--- config.mk ---
export PLATFORM = sky130hd
export DESIGN_NAME = timer_unit
export DESIGN_NICKNAME = d
export VERILOG_FILES = /design/src/inc/timer_pkg.sv /design/src/rtl/timer_prescaler.sv /design/src/rtl/timer_pin_sync.sv /design/src/rtl/timer_unit.sv
export VERILOG_INCLUDE_DIRS = /design/src /design/src/inc
export SDC_FILE = /design/constraint.sdc
export NUM_CORES = 1
export LEC_CHECK = 0
export ABC_AREA = 1
export BUFFER_PORTS_ARGS = -buffer_cell sky130_fd_sc_hd__buf_2
export CAP_MARGIN = 0
export CORE_ASPECT_RATIO = 2
export CORE_MARGIN = 4
export CORE_UTILIZATION = 48
export CTS_BUF_LIST = sky130_fd_sc_hd__clkbuf_4 sky130_fd_sc_hd__clkbuf_8
export CTS_CLUSTER_DIAMETER = 60
export DETAILED_ROUTE_END_ITERATION = 10
export PLACE_DENSITY_LB_ADDON = 0.1
export SLEW_MARGIN = 25
export SYNTH_ARGS = -nofsm -noshare
export SYNTH_HDL_FRONTEND = slang
export SYNTH_SLANG_ARGS = --single-unit
--- constraint.sdc ---
create_clock -name I_SYS_CLK -period 1.5 [get_ports I_SYS_CLK]
set_input_delay 0.3 -clock I_SYS_CLK [delete_from_list [all_inputs] [get_ports I_SYS_CLK]]
set_output_delay 0.3 -clock I_SYS_CLK [all_outputs]
set_load 0.005 [all_outputs]
--- src/inc/timer_regs.svh ---
// Constants for the three-channel reload timer: widths, reset values, codes, bit positions.
// Included by the package, the prescaler and the timer unit; definitions only.
`ifndef TIMER_REGS_SVH
`define TIMER_REGS_SVH

`define TMR_CH_NUM        3
`define TMR_CNT_W         32
`define TMR_CNT_RST       32'hFFFFFFFF
`define TMR_CNT_ZERO      32'h00000000
`define TMR_CAP_RST       32'h00000000
`define TMR_PRE_W         8
`define TMR_PRE_RST       8'h00
`define TMR_DIV4_MASK     8'h03
`define TMR_DIV16_MASK    8'h0F
`define TMR_DIV64_MASK    8'h3F
`define TMR_DIV256_MASK   8'hFF
`define TMR_TICK_DIV4     0
`define TMR_TICK_DIV16    1
`define TMR_TICK_DIV64    2
`define TMR_TICK_DIV256   3
`define TMR_CAP_CH        2
`define TMR_EDGE_FALL_BIT 0
`define TMR_EDGE_BOTH_BIT 1
`define TMR_CAPM_INT_BIT  0
`define TMR_CAPM_EN_BIT   1
`define TMR_FLAG_CAP      3
`define TMR_RD_COUNT0     3'h0
`define TMR_RD_COUNT1     3'h1
`define TMR_RD_COUNT2     3'h2
`define TMR_RD_RELOAD0    3'h3
`define TMR_RD_RELOAD1    3'h4
`define TMR_RD_RELOAD2    3'h5
`define TMR_RD_CAPTURE    3'h6
`define TMR_IRQ_UNF0      2'h0
`define TMR_IRQ_UNF1      2'h1
`define TMR_IRQ_UNF2      2'h2
`define TMR_IRQ_CAP       2'h3

`endif

--- src/inc/timer_pkg.sv ---
// Types shared by the timer unit modules.
// Assumes timer_regs.svh is on the include path.
`default_nettype none
`include "timer_regs.svh"

package timer_pkg;

    typedef enum logic [2:0] {
        CKSEL_DIV4   = 3'b000,
        CKSEL_DIV16  = 3'b001,
        CKSEL_DIV64  = 3'b010,
        CKSEL_DIV256 = 3'b011,
        CKSEL_CAL    = 3'b100,
        CKSEL_EXT    = 3'b101
    } clk_sel_type;

    typedef struct packed {
        logic [`TMR_PRE_W-1:0] div;
        logic [3:0]            tick;
    } prescale_state_type;

    typedef struct packed {
        logic meta;
        logic sync;
        logic last;
        logic rise;
        logic fall;
    } pin_state_type;

    typedef struct packed {
        logic [`TMR_CH_NUM-1:0][`TMR_CNT_W-1:0] count;
        logic [`TMR_CH_NUM-1:0][`TMR_CNT_W-1:0] reload;
        logic [`TMR_CNT_W-1:0]                  capture;
        logic [`TMR_CH_NUM-1:0]                 unf;
        logic                                   cap_flag;
        logic [`TMR_CNT_W-1:0]                  rd_data;
        logic                                   rd_valid;
        logic                                   cal_last;
    } timer_state_type;

endpackage
`default_nettype wire

--- src/rtl/timer_prescaler.sv ---
// Free-running divider of the peripheral clock giving one-cycle ticks at /4, /16, /64, /256.
// Assumes a synchronous active-high reset on the same clock.
`timescale 1ns/10ps
`default_nettype none
`include "timer_regs.svh"

module timer_prescaler (
    input  wire logic       i_clk,
    input  wire logic       i_rst,
    output logic      [3:0] o_tick
);

    timer_pkg::prescale_state_type state;
    timer_pkg::prescale_state_type next_state;

    always_comb begin
        next_state      = state;
        next_state.div  = state.div + `TMR_PRE_W'(1);
        // Ticks nest: every /256 tick is also a /64, /16 and /4 tick
        next_state.tick[`TMR_TICK_DIV4]   = (state.div & `TMR_DIV4_MASK) == `TMR_DIV4_MASK;
        next_state.tick[`TMR_TICK_DIV16]  = (state.div & `TMR_DIV16_MASK) == `TMR_DIV16_MASK;
        next_state.tick[`TMR_TICK_DIV64]  = (state.div & `TMR_DIV64_MASK) == `TMR_DIV64_MASK;
        next_state.tick[`TMR_TICK_DIV256] = (state.div & `TMR_DIV256_MASK) == `TMR_DIV256_MASK;
    end

    always_ff @(posedge i_clk) begin
        if (i_rst) begin
            state <= '0;
        end else begin
            state <= next_state;
        end
    end

    assign o_tick = state.tick;

endmodule // timer_prescaler
`default_nettype wire

--- src/rtl/timer_pin_sync.sv ---
// Two-stage synchroniser and edge detector for the timer pin.
// Assumes the pin may change at any time relative to the clock.
`timescale 1ns/10ps
`default_nettype none

module timer_pin_sync (
    input  wire logic i_clk,
    input  wire logic i_rst,
    input  wire logic i_pin,
    output logic      o_rise,
    output logic      o_fall
);

    timer_pkg::pin_state_type state;
    timer_pkg::pin_state_type next_state;

    always_comb begin
        next_state      = state;
        next_state.meta = i_pin;
        next_state.sync = state.meta;
        next_state.last = state.sync;
        // Edges only from the second stage on; meta feeds nothing else
        next_state.rise = state.sync & ~state.last;
        next_state.fall = ~state.sync & state.last;
    end

    always_ff @(posedge i_clk) begin
        if (i_rst) begin
            state <= '0;
        end else begin
            state <= next_state;
        end
    end

    assign o_rise = state.rise;
    assign o_fall = state.fall;

endmodule // timer_pin_sync
`default_nettype wire

--- src/rtl/timer_unit.sv ---
// Three-channel 32-bit down-counting timer with auto-reload, clock selection
// and input capture on channel 2. Control and status travel as plain ports.
// Assumes all inputs are synchronous to I_SYS_CLK except I_TIMER_PIN.
//
// Behaviour
// - Three channels, each a 32-bit down-counter and a 32-bit reload constant.
// - A channel counts only while its own run bit is set.
// - Counter underflow sets that channel's underflow flag.
// - On underflow the reload constant loads at once and counting continues.
// - A request goes out while a source's flag and its enable are set; capture needs both mode bits.
// - Clock select can pick the peripheral clock divided by 4, 16, 64 or 256.
// - Select codes 000-011 dividers, 100 calendar tick, 101 pin; 110, 111 reserved.
// - Pin clocking counts on rising, falling or both edges per edge select.
// - Clock select can pick the calendar tick as count clock.
// - Only channel 2 captures its counter on a timer pin edge: falling if its fall select bit is set, else rising.
// - Two capture mode bits enable capture and its interrupt.
// - Capture is inert during standby.
// - Sources: underflow 0, 1, 2 then capture, highest to lowest priority.
// - Writing 0 clears an underflow or capture flag; writing 1 leaves it.
// - A read colliding with a decrement returns the value before it.
`timescale 1ns/10ps
`default_nettype none
`include "timer_regs.svh"

module timer_unit (
    input  wire logic                                   I_SYS_CLK,
    input  wire logic                                   I_RST,
    input  wire logic [`TMR_CH_NUM-1:0]                 I_RUN,
    input  wire logic [`TMR_CH_NUM-1:0][2:0]            I_CLK_SEL,
    input  wire logic [`TMR_CH_NUM-1:0][1:0]            I_EDGE_SEL,
    input  wire logic [`TMR_CH_NUM-1:0]                 I_UNF_IRQ_EN,
    input  wire logic [1:0]                             I_CAP_MODE,
    input  wire logic                                   I_PIN_DIR_OUT,
    input  wire logic                                   I_STANDBY,
    input  wire logic                                   I_CAL_TICK,
    input  wire logic                                   I_TIMER_PIN_I,
    input  wire logic [1:0]                             I_WR_CH,
    input  wire logic                                   I_WR_COUNT,
    input  wire logic                                   I_WR_RELOAD,
    input  wire logic [`TMR_CNT_W-1:0]                  I_WR_DATA,
    input  wire logic                                   I_FLAG_WR,
    input  wire logic [3:0]                             I_FLAG_WR_DATA,
    input  wire logic                                   I_RD,
    input  wire logic [2:0]                             I_RD_SEL,
    output logic      [`TMR_CNT_W-1:0]                  O_RD_DATA,
    output logic                                        O_RD_VALID,
    output logic      [`TMR_CH_NUM-1:0]                 O_UNF_FLAG,
    output logic                                        O_CAP_FLAG,
    output logic      [`TMR_CH_NUM-1:0]                 O_UNF_IRQ,
    output logic                                        O_CAP_IRQ,
    output logic                                        O_IRQ_ANY,
    output logic      [1:0]                             O_IRQ_SRC,
    output logic      [`TMR_CNT_W-1:0]                  O_CAPTURE,
    output logic                                        O_TIMER_PIN_O,
    output logic                                        O_TIMER_PIN_OE
);

    timer_pkg::timer_state_type state;
    timer_pkg::timer_state_type next_state;

    logic [3:0]             pre_tick;
    logic                   pin_rise;
    logic                   pin_fall;
    logic                   cal_rise;
    logic [`TMR_CH_NUM-1:0] step;
    logic                   cap_event;

    timer_prescaler u_prescaler (
        .i_clk  (I_SYS_CLK),
        .i_rst  (I_RST),
        .o_tick (pre_tick)
    );

    // Pin is sampled even while driven out, so its edges stay defined
    timer_pin_sync u_pin_sync (
        .i_clk  (I_SYS_CLK),
        .i_rst  (I_RST),
        .i_pin  (I_TIMER_PIN_I),
        .o_rise (pin_rise),
        .o_fall (pin_fall)
    );

    // Calendar tick is a level; count once per rising edge of it
    assign cal_rise = I_CAL_TICK & ~state.cal_last;

    genvar ch;
    generate
        for (ch = 0; ch < `TMR_CH_NUM; ch = ch + 1) begin : g_tick
            logic ext_edge;
            logic tick;

            always_comb begin
                if (I_EDGE_SEL[ch][`TMR_EDGE_BOTH_BIT]) begin
                    ext_edge = pin_rise | pin_fall;
                end else if (I_EDGE_SEL[ch][`TMR_EDGE_FALL_BIT]) begin
                    ext_edge = pin_fall;
                end else begin
                    ext_edge = pin_rise;
                end
            end

            always_comb begin
                unique case (timer_pkg::clk_sel_type'(I_CLK_SEL[ch]))
                    timer_pkg::CKSEL_DIV4:   tick = pre_tick[`TMR_TICK_DIV4];
                    timer_pkg::CKSEL_DIV16:  tick = pre_tick[`TMR_TICK_DIV16];
                    timer_pkg::CKSEL_DIV64:  tick = pre_tick[`TMR_TICK_DIV64];
                    timer_pkg::CKSEL_DIV256: tick = pre_tick[`TMR_TICK_DIV256];
                    timer_pkg::CKSEL_CAL:    tick = cal_rise;
                    timer_pkg::CKSEL_EXT:    tick = ext_edge;
                    // Reserved codes never count
                    default:                 tick = 1'b0;
                endcase
            end

            assign step[ch] = I_RUN[ch] & tick;
        end
    endgenerate

    // Capture uses only the rise/fall choice; the both-edge bit is ignored here
    always_comb begin
        cap_event = 1'b0;
        if (I_CAP_MODE[`TMR_CAPM_EN_BIT] && !I_STANDBY && !I_PIN_DIR_OUT) begin
            if (I_EDGE_SEL[`TMR_CAP_CH][`TMR_EDGE_FALL_BIT]) begin
                cap_event = pin_fall;
            end else begin
                cap_event = pin_rise;
            end
        end
    end

    always_comb begin
        next_state          = state;
        next_state.cal_last = I_CAL_TICK;
        next_state.rd_valid = I_RD;

        // Read samples present state, so a read meeting a decrement sees the old value
        if (I_RD) begin
            unique case (I_RD_SEL)
                `TMR_RD_COUNT0:  next_state.rd_data = state.count[0];
                `TMR_RD_COUNT1:  next_state.rd_data = state.count[1];
                `TMR_RD_COUNT2:  next_state.rd_data = state.count[2];
                `TMR_RD_RELOAD0: next_state.rd_data = state.reload[0];
                `TMR_RD_RELOAD1: next_state.rd_data = state.reload[1];
                `TMR_RD_RELOAD2: next_state.rd_data = state.reload[2];
                `TMR_RD_CAPTURE: next_state.rd_data = state.capture;
                default:         next_state.rd_data = `TMR_CNT_ZERO;
            endcase
        end

        for (int i = 0; i < `TMR_CH_NUM; i++) begin
            // Flag clear first, so an underflow in the same cycle wins
            if (I_FLAG_WR && !I_FLAG_WR_DATA[i]) begin
                next_state.unf[i] = 1'b0;
            end
            if (step[i]) begin
                if (state.count[i] == `TMR_CNT_ZERO) begin
                    next_state.count[i] = state.reload[i];
                    next_state.unf[i]   = 1'b1;
                end else begin
                    next_state.count[i] = state.count[i] - `TMR_CNT_W'(1);
                end
            end
            // Writes are not held off by counting; software stops the channel first
            if (I_WR_COUNT && (I_WR_CH == 2'(i))) begin
                next_state.count[i] = I_WR_DATA;
            end
            if (I_WR_RELOAD && (I_WR_CH == 2'(i))) begin
                next_state.reload[i] = I_WR_DATA;
            end
        end

        if (I_FLAG_WR && !I_FLAG_WR_DATA[`TMR_FLAG_CAP]) begin
            next_state.cap_flag = 1'b0;
        end
        if (cap_event) begin
            next_state.capture  = state.count[`TMR_CAP_CH];
            next_state.cap_flag = 1'b1;
        end
    end

    always_ff @(posedge I_SYS_CLK) begin
        if (I_RST) begin
            state          <= '0;
            state.count    <= {`TMR_CH_NUM{`TMR_CNT_RST}};
            state.reload   <= {`TMR_CH_NUM{`TMR_CNT_RST}};
            state.capture  <= `TMR_CAP_RST;
        end else begin
            state <= next_state;
        end
    end

    assign O_UNF_IRQ = state.unf & I_UNF_IRQ_EN;
    assign O_CAP_IRQ = state.cap_flag & I_CAP_MODE[`TMR_CAPM_EN_BIT]
                       & I_CAP_MODE[`TMR_CAPM_INT_BIT];
    assign O_IRQ_ANY = (|O_UNF_IRQ) | O_CAP_IRQ;

    // Fixed priority; an outside controller may reorder channels
    always_comb begin
        if (O_UNF_IRQ[0]) begin
            O_IRQ_SRC = `TMR_IRQ_UNF0;
        end else if (O_UNF_IRQ[1]) begin
            O_IRQ_SRC = `TMR_IRQ_UNF1;
        end else if (O_UNF_IRQ[2]) begin
            O_IRQ_SRC = `TMR_IRQ_UNF2;
        end else begin
            O_IRQ_SRC = `TMR_IRQ_CAP;
        end
    end

    assign O_RD_DATA      = state.rd_data;
    assign O_RD_VALID     = state.rd_valid;
    assign O_UNF_FLAG     = state.unf;
    assign O_CAP_FLAG     = state.cap_flag;
    assign O_CAPTURE      = state.capture;
    // Pin doubles as calendar clock output when turned round
    assign O_TIMER_PIN_O  = I_CAL_TICK;
    assign O_TIMER_PIN_OE = I_PIN_DIR_OUT;

endmodule // timer_unit
`default_nettype wire

== Word level (Yosys, flattened, before mapping) ==
Index checks and enable logic that the tools add are counted.

* Bits in registers: 279
* Bits in latches: 0
* Bits in writable memories: 0
* Bits in read-only memories: 0
* Bits of input ports: 74
* Output and inout port bits: 78
* Logic and storage cells: 129
* Memories kept: 0

* Add/sub/neg operators: 4
* Multipliers: 0
* Divide/modulo/power cells: 0
* Order comparisons: 0
* Eq/ne operators: 27
* Shift-type cells: 0
* Mux-type cells: 34
* Bitwise gates (word level): 14
* Reduce and logical (&&, ||, !) cells: 31

{| class="wikitable"
|+ Operators by type and width
! operator !! number
|-
| $mux 32 || 9
|-
| $pmux 32 s7 || 1
|-
| $logic_not 32->1 || 3
|-
| $sub 32x1->32 const B || 3
|-
| $eq 3x3->1 const B || 9
|-
| $eq 3x2->1 const B || 8
|-
| $mux 1 || 19
|-
| $pmux 1 s6 || 3
|-
| $eq 3x1->1 const B || 4
|-
| $logic_and 1x1->1 || 12
|-
| $logic_not 3->1 || 4
|-
| $add 8x1->8 const B || 1
|-
| $and 1x1->1 || 8
|-
| $eq 8x8->1 const B || 1
|-
| $reduce_bool 2->1 || 4
|-
| $eq 6x6->1 const B || 1
|-
| $logic_not 1->1 || 6
|-
| $eq 2x2->1 const B || 2
|-
| $eq 4x4->1 const B || 1
|-
| $mux 2 || 2
|-
| $and 3x3->3 || 1
|-
| $not 1->1 || 3
|-
| $reduce_or 3->1 || 1
|-
| $eq 2x1->1 const B || 1
|-
| 2 further kinds || 3
|}

== Depth between registers and ports, before layout ==
Gate-level depths: netlist of run 1.

* Depth in word-level cells: 6
* Gate-level depth with buffers: 12

== Hierarchy ==
A second synthesis of run 1 with hierarchy kept.

* Cell total of the unflattened synthesis: 3045
* Area total of the unflattened synthesis: 18544.0 µm²

{| class="wikitable"
|+ By module, submodules not included
! module !! times used !! cells an instance !! area an instance (µm²) !! seq. area each (µm²)
|-
| timer_unit || 1 || 2969 || 17927.2 || 5245.0
|-
| timer_prescaler || 1 || 61 || 476.7 || 240.2
|-
| timer_pin_sync || 1 || 15 || 140.1 || 100.1
|}

== Worst setup path before layout of run 1 ==
OpenSTA, ideal clock, no wires.

* Path kind: register -> register
* Start point: register state[230] (netlist name)
* End point: register state[258] (netlist name)
* Library setup time: 112 ps
* Arrival: 1416 ps
* Data required time: 1388 ps
* Path slack: -28 ps
* Cell stages (with the launch flop): 10
* Period minus slack after synthesis: 1528 ps
* Cell sequence: dfxtp_1 > inv_1 > ha_1 > nand2_1 > nor2_4 > nand2_1 > o21ai_0 > nand3_1 > nand2_1 > nand2_1

* Longest elaborated chain between the ends: 4
* Elaborated cells on any way between the ends: 5
* Those cells by class: add/sub: 1; mux: 3; reduce/logical: 1

{| class="wikitable"
|+ Ends and longest elaborated chain
! item !! line !! text
|-
| from (decl) || timer_unit.sv:58 || <nowiki>timer_pkg::timer_state_type state;</nowiki>
|-
| from (signal assigned) || timer_unit.sv:188 || <nowiki>state <= next_state;</nowiki>
|-
| $sub 32x1->32 or $logic_not 32->1 (tied branches) || -- ||
|-
| $mux 32 (*) || timer_unit.sv:156 || <nowiki>if (state.count[i] == `TMR_CNT_ZERO) begin</nowiki>
|-
| $mux 32 (*) || timer_unit.sv:155 || <nowiki>if (step[i]) begin</nowiki>
|-
| $mux 32 (*) || timer_unit.sv:164 || <nowiki>if (I_WR_COUNT && (I_WR_CH == 2'(i))) begin</nowiki>
|}

Mark *: on every way between the ends. The rest lies on a longest branch, timed or not. The select of a mux whose other input is x is not followed.
A chain may end at the register's enable or synchronous reset.

== Final worst setup path of run 1 ==
* Start point: register state[230] (netlist name)
* End point: register state[247] (netlist name)

The elaborated chain is that of the path after synthesis.

==> results of run 1 <==
[worst paths after layout]
path | endpoint | depth (start not counted) | start | slack (ps)
hold reg to reg | u_pin_sync.next_state[2] | 2 | u_pin_sync.next_state[3] | 410
hold / removal | state[158] | 3 | I_WR_DATA[24] | 40
setup reg to reg | state[247] | 13 | state[230] | -200
setup / recovery | state[247] | 13 | state[230] | -200
[stage by stage]
stage	area (um^2)	instances	hold WS, ps	total power [uW]	util
global placement	21500	3804	399	12500	0.582
detailed placement	21500	3804	403	12600	0.582
finish	26100	3984	37.9	20500	0.706
floorplan	18000	2994	388	10500	-
CTS	24200	3941	1.24	20100	0.653
global route	26100	3982	36.1	21100	0.706
[critical path: stages (launching register included)]
cell and delay (ps):
dfxtp_2 330, inv_2 80, ha_4 160, nand2_4 50
nor2_4 110, nand2_2 70, nor2_4 170, buf_12 130
nand2_8 70, buf_6 140, nor2_2 70, nor2_1 40
nand2_1 80, nand2_1 60
[routing by layer]
layer  track usage  wire, um  up-vias
li1              -         -    10400
met4         0.477     13600        2
met5             0        13        -
met1         0.412     29000    10300
met3        0.0718      6760      507
met2         0.693     42800     1297
[power by group]
group	switching (uW)	internal, uW	leakage, uW
registers	554	7910	0.00229
clock network	3430	3800	0.000490
logic	2880	1900	0.0111
[sequential cells by signal (all words and copies together), names as in the netlist]
| register | flops |
|---|---|
| O_UNF_FLAG | 3 |
| u_pin_sync.next_state | 2 |
| u_prescaler.o_tick | 4 |
| O_CAPTURE | 32 |
| O_RD_DATA | 32 |
| O_CAP_FLAG | 1 |
| state | 193 |
| u_pin_sync.o_fall | 1 |
| u_pin_sync.state | 1 |
| u_prescaler.state | 8 |
| u_pin_sync.o_rise | 1 |
| O_RD_VALID | 1 |
[what timing repair did]
action	in CTS	in global routing
gates resized for setup	319	415
hold buffers	36	0
pin swaps	73	197
cloned	13	10
setup endpoints to repair	120	110
buffers inserted	14	31
endpoints found under the hold margin	58	0
[synth_stat cells (11+ instances only)]
library cell	number
a21oi_1	76
o211ai_1	96
nand2_1	804
dfxtp_1	279
nor3_1	20
inv_2	14
nor2_2	21
nand3_1	305
nand4_1	24
buf_4	74
o22ai_1	90
o21ai_0	147
nor2_1	338
nor2_4	11
xor2_1	22
clkbuf_1	57
buf_2	64
o21ai_1	17
inv_1	492
[logic make-up after synthesis]
kind of cell    Yosys count  share of synthesized area
xor+xnor                 22                     0.0107
fa+ha+maj                 7                    0.00488
buf+inv                 716                      0.173
flops                   279                      0.311
simple gates           1542                      0.360
compound gates          428                      0.139
[area by class of cell]
type	count	area [um^2]
sequential	279	5700
clock buffer	63	805
tap	459	574
inverter	509	1980
timing repair buffer	652	5540
antenna	5	12.5
clock inverter	11	118
timing repair inverter	3	30.0
fill	3206	10900
multi-input combinational	2003	11400
==> impl_metrics.ini, run 1 <==
[status]
status = complete, but fails checks
violations = negative setup slack

[route]
wire_per_inst_um = 23.1
ant_nets = 0
viasPerCell = 5.66
drc = 0
drt_iter0_markers = 2068
wl_mm = 92.2
drtPass1Iterations = 5
vias = 22600

[clocking]
h-tree-depth = 2
clockRootBuffer = clkbuf_8
clk_pin_slew_ps = 70
cts_made_buffers = 44
numClockSinks = 279
cts_tree = built
cts_buffer_depth = 3
clock_latency_ps = 620

[global_routing]
track_usage = 0.422
antenna_found_initial = 8
grt-ovfl-total = 0
grt_first_pass_wirelength_mm = 127
first_global_vias = 21400
grt_max_degree = 65

[yosys]
ys_seq_area_frac = 0.311
async_flop_share = 0
synth.area.top_cells = dfxtp_1, nand2_1, inv_1
synth_top_cell_by_area = dfxtp_1
synth_top_flop_cell = dfxtp_1
syn_inst = 2994
ys.warnings.count = 0
synth_edf_count = 0
ys_ff_latch = 279
netlist_area_um2 = 18000
syn_avg_cell_area_um2 = 6.00
syn-num-nets = 3075
ys_types = 31
yosys.area.top_type_share = 0.311

[sta]
fin_ws_ps = -199
fin_skew_ps = 19.5
slew_violations = 0
min_period_ps = 1700
tns_ps = -12770
tightestPinTransition_ps = 726
finalHoldViolCount = 0
slew_headroom = 0.511
post-route-period-util = 1.13
finalSetupViolations = 104
max_freq_ghz = 0.589
rsz0062_at_grt = yes

[floorplanning]
fp.dieArea_um2 = 40700
die_w_um = 145
ios = 152
start_util = 0.485
die_y_um = 281
rows = 100
core_area_um2 = 37000

[placement]
dp_hpwl_mm = 68.4
io_buffers = 151
place_ws_ps = -298
gp_congestion = 1.05

[setup_path]
worstPathMaxFanout = 5
startpoint_type = flip-flop
cp-end-kind = flip-flop
crit_required_ps = 2010
cp.arrival_ps = 2210
criticalPathCategory = reg2reg

[pwr]
ir_drop_mv = 0.694
p_leak_uw = 0.0139
power_density_nw_per_um2 = 783

[finish]
final_cell_mix = nand2_1, inv_1, buf_4
layout-drive-gt1-share = 0.346
fin_nets = 3573
synthToLayoutAreaGrowth_pct = 45.6
final_common_cell = nand2_1

[hold_path]
hp-class = in2reg

[run]
maxCapViolations = 0
No activity file was read; power rests on OpenSTA's default activity.
==> run 2: changes to the inputs <==
--- a/config.mk
+++ b/config.mk
@@ -16,6 +16,7 @@
 export CTS_CLUSTER_DIAMETER = 60
 export DETAILED_ROUTE_END_ITERATION = 10
 export PLACE_DENSITY_LB_ADDON = 0.1
+export RECOVER_POWER = 100
 export SLEW_MARGIN = 25
 export SYNTH_ARGS = -nofsm -noshare
 export SYNTH_HDL_FRONTEND = slang
==> impl_metrics.ini, run 2 (synthesis gave the netlist of run 1 again) <==
[sta]
finalSetupViolations = 109
slew_violations = 0
slew_headroom = 0.176
finalHoldViolCount = 0
post-route-period-util = 1.13
min_period_ps = 1700
whs_ps = 35.4
rsz0062_at_grt = yes
fin_ws_ps = -202
max_freq_ghz = 0.588
tightestPinTransition_ps = 1240
fin_skew_ps = 19.6

[route]
viasPerCell = 5.65
wire_per_inst_um = 23.2
vias = 22500
drc = 0
ant_nets = 0
drt_iter0_markers = 2063
drtPass1Iterations = 6
wl_mm = 92.3

[finish]
final-seq-area_um2 = 5680
largest_reg_flops = 193
fin_nets = 3573
final_common_cell = nand2_1
fill_cells = 3281
final_cell_mix = nand2_1, inv_1, buf_4
top_register = state
synthToLayoutAreaGrowth_pct = 44.3
multiInputGateArea_um2 = 11400
layout-drive-gt1-share = 0.323

[status]
status = complete, but fails checks
violations = negative setup slack

[clocking]
clock_latency_ps = 620
numClockSinks = 279
cts_made_buffers = 44
h-tree-depth = 2
cts_buffer_depth = 3
cts_tree = built
clockRootBuffer = clkbuf_8
clk_pin_slew_ps = 70

[global_routing]
grt_max_degree = 65
grt-ovfl-total = 0
track_usage = 0.422
antenna_found_initial = 7
first_global_vias = 21400
grt_first_pass_wirelength_mm = 127

[setup_path]
cp.arrival_ps = 2210
worst_path_largest_cell_delay_ps = 330
crit_path_cell_trace = inv_2 > ha_4 > nand2_4 > nor2_4 > nand2_2 > nor2_4 > buf_12 > nand2_8 > buf_12 > nor2_2 > nor2_1 > nand2_1 > nand2_1
cp-end-kind = flip-flop
crit_path_top_delay_cell = dfxtp_2
crit_required_ps = 2000
startpoint_type = flip-flop
criticalPathCategory = reg2reg
worstPathMaxFanout = 6

[pwr]
p_leak_uw = 0.0136
ir_drop_mv = 0.691
power_density_nw_per_um2 = 788

[placement]
io_buffers = 151
dp_hpwl_mm = 68.4
place_ws_ps = -298
gp_congestion = 1.05

[floorplanning]
fp.dieArea_um2 = 40700
core_area_um2 = 37000
die_y_um = 281
rows = 100
start_util = 0.485
ios = 152
die_w_um = 145

[run]
maxCapViolations = 0

[hold_path]
hp-class = in2reg
-- run 2: changes by cell type in the layout (fill, tap and decap cells not counted), moves of 2 or more --
cell	change
buf_12	-4
clkbuf_4	+8
dfxtp_1	+8
buf_2	-53
dfxtp_2	-6
clkbuf_2	+9
buf_1	+3
clkbuf_1	+68
buf_4	-32
dfxtp_4	-2
nor3_1	+2
-- run 2: what timing repair did --
action,CTS,global route
buffers inserted,14,31
hold buffers,36,0
gates cloned,13,10
pin swaps,73,197
gates resized for setup,319,415
hold endpoints to repair,58,0
endpoints found under the setup margin,120,110
-- run 2: layout make-up --
type,instances,share of cell area
multi-input cells,2003,0.439
flip-flops and latches,279,0.219
repair buffers,652,0.206
inverters,509,0.0765
clock buffers,63,0.0311
well taps,459,0.0222
clock inverters,11,0.00454
repair inverters,3,0.00116
diodes,5,0.000483
-- run 2: stage by stage --
stage                     instance area (um^2)  utilization  cells  TNS [ps]  power (uW)
final                                    25900        0.699   3984    -13420       20400
after global routing                     25900        0.699   3982    -21660       21100
after CTS                                24200        0.653   3941     -6070       20100
after detailed placement                 21500        0.582   3804    -24190       12600
after global placement                   21500        0.582   3804    -22450       12500
after floorplan                          18000            -   2994         0       10500
-- run 2: critical path: cells and delay by family (launching register included) --
| family | cells | cell delay [ps] |
|---|---|---|
| buffers and inverters | 3 | 380 |
| adders and majority gates | 1 | 160 |
| and+or+nand+nor | 9 | 710 |
| DFF | 1 | 330 |
-- run 2: metal layers --
layer | wire (um) | global-route usage | up-vias
li1 | - | - | 10400
met1 | 29200 | 0.412 | 10300
met2 | 42900 | 0.693 | 1282
met3 | 6710 | 0.0718 | 495
met4 | 13500 | 0.477 | 2
met5 | 13 | 0 | -
-- run 2: final timing paths --
path              slack, ps                startpoint  depth (start not counted)                  endpoint
setup / recovery       -200                state[230]                         13                state[255]
hold reg to reg         410  u_pin_sync.next_state[3]                          2  u_pin_sync.next_state[2]
hold / removal           40         I_FLAG_WR_DATA[2]                          3             O_UNF_FLAG[2]
setup reg to reg       -200                state[230]                         13                state[255]
-- run 2: power breakdown --
| part | total, uW | leakage, uW | switching [uW] | internal [uW] |
|---|---|---|---|---|
| clock network | 7240 | 0.000490 | 3450 | 3800 |
| logic | 4710 | 0.0108 | 2880 | 1830 |
| registers | 8460 | 0.00229 | 554 | 7910 |
| total | 20400 | 0.0136 | 6880 | 13500 |
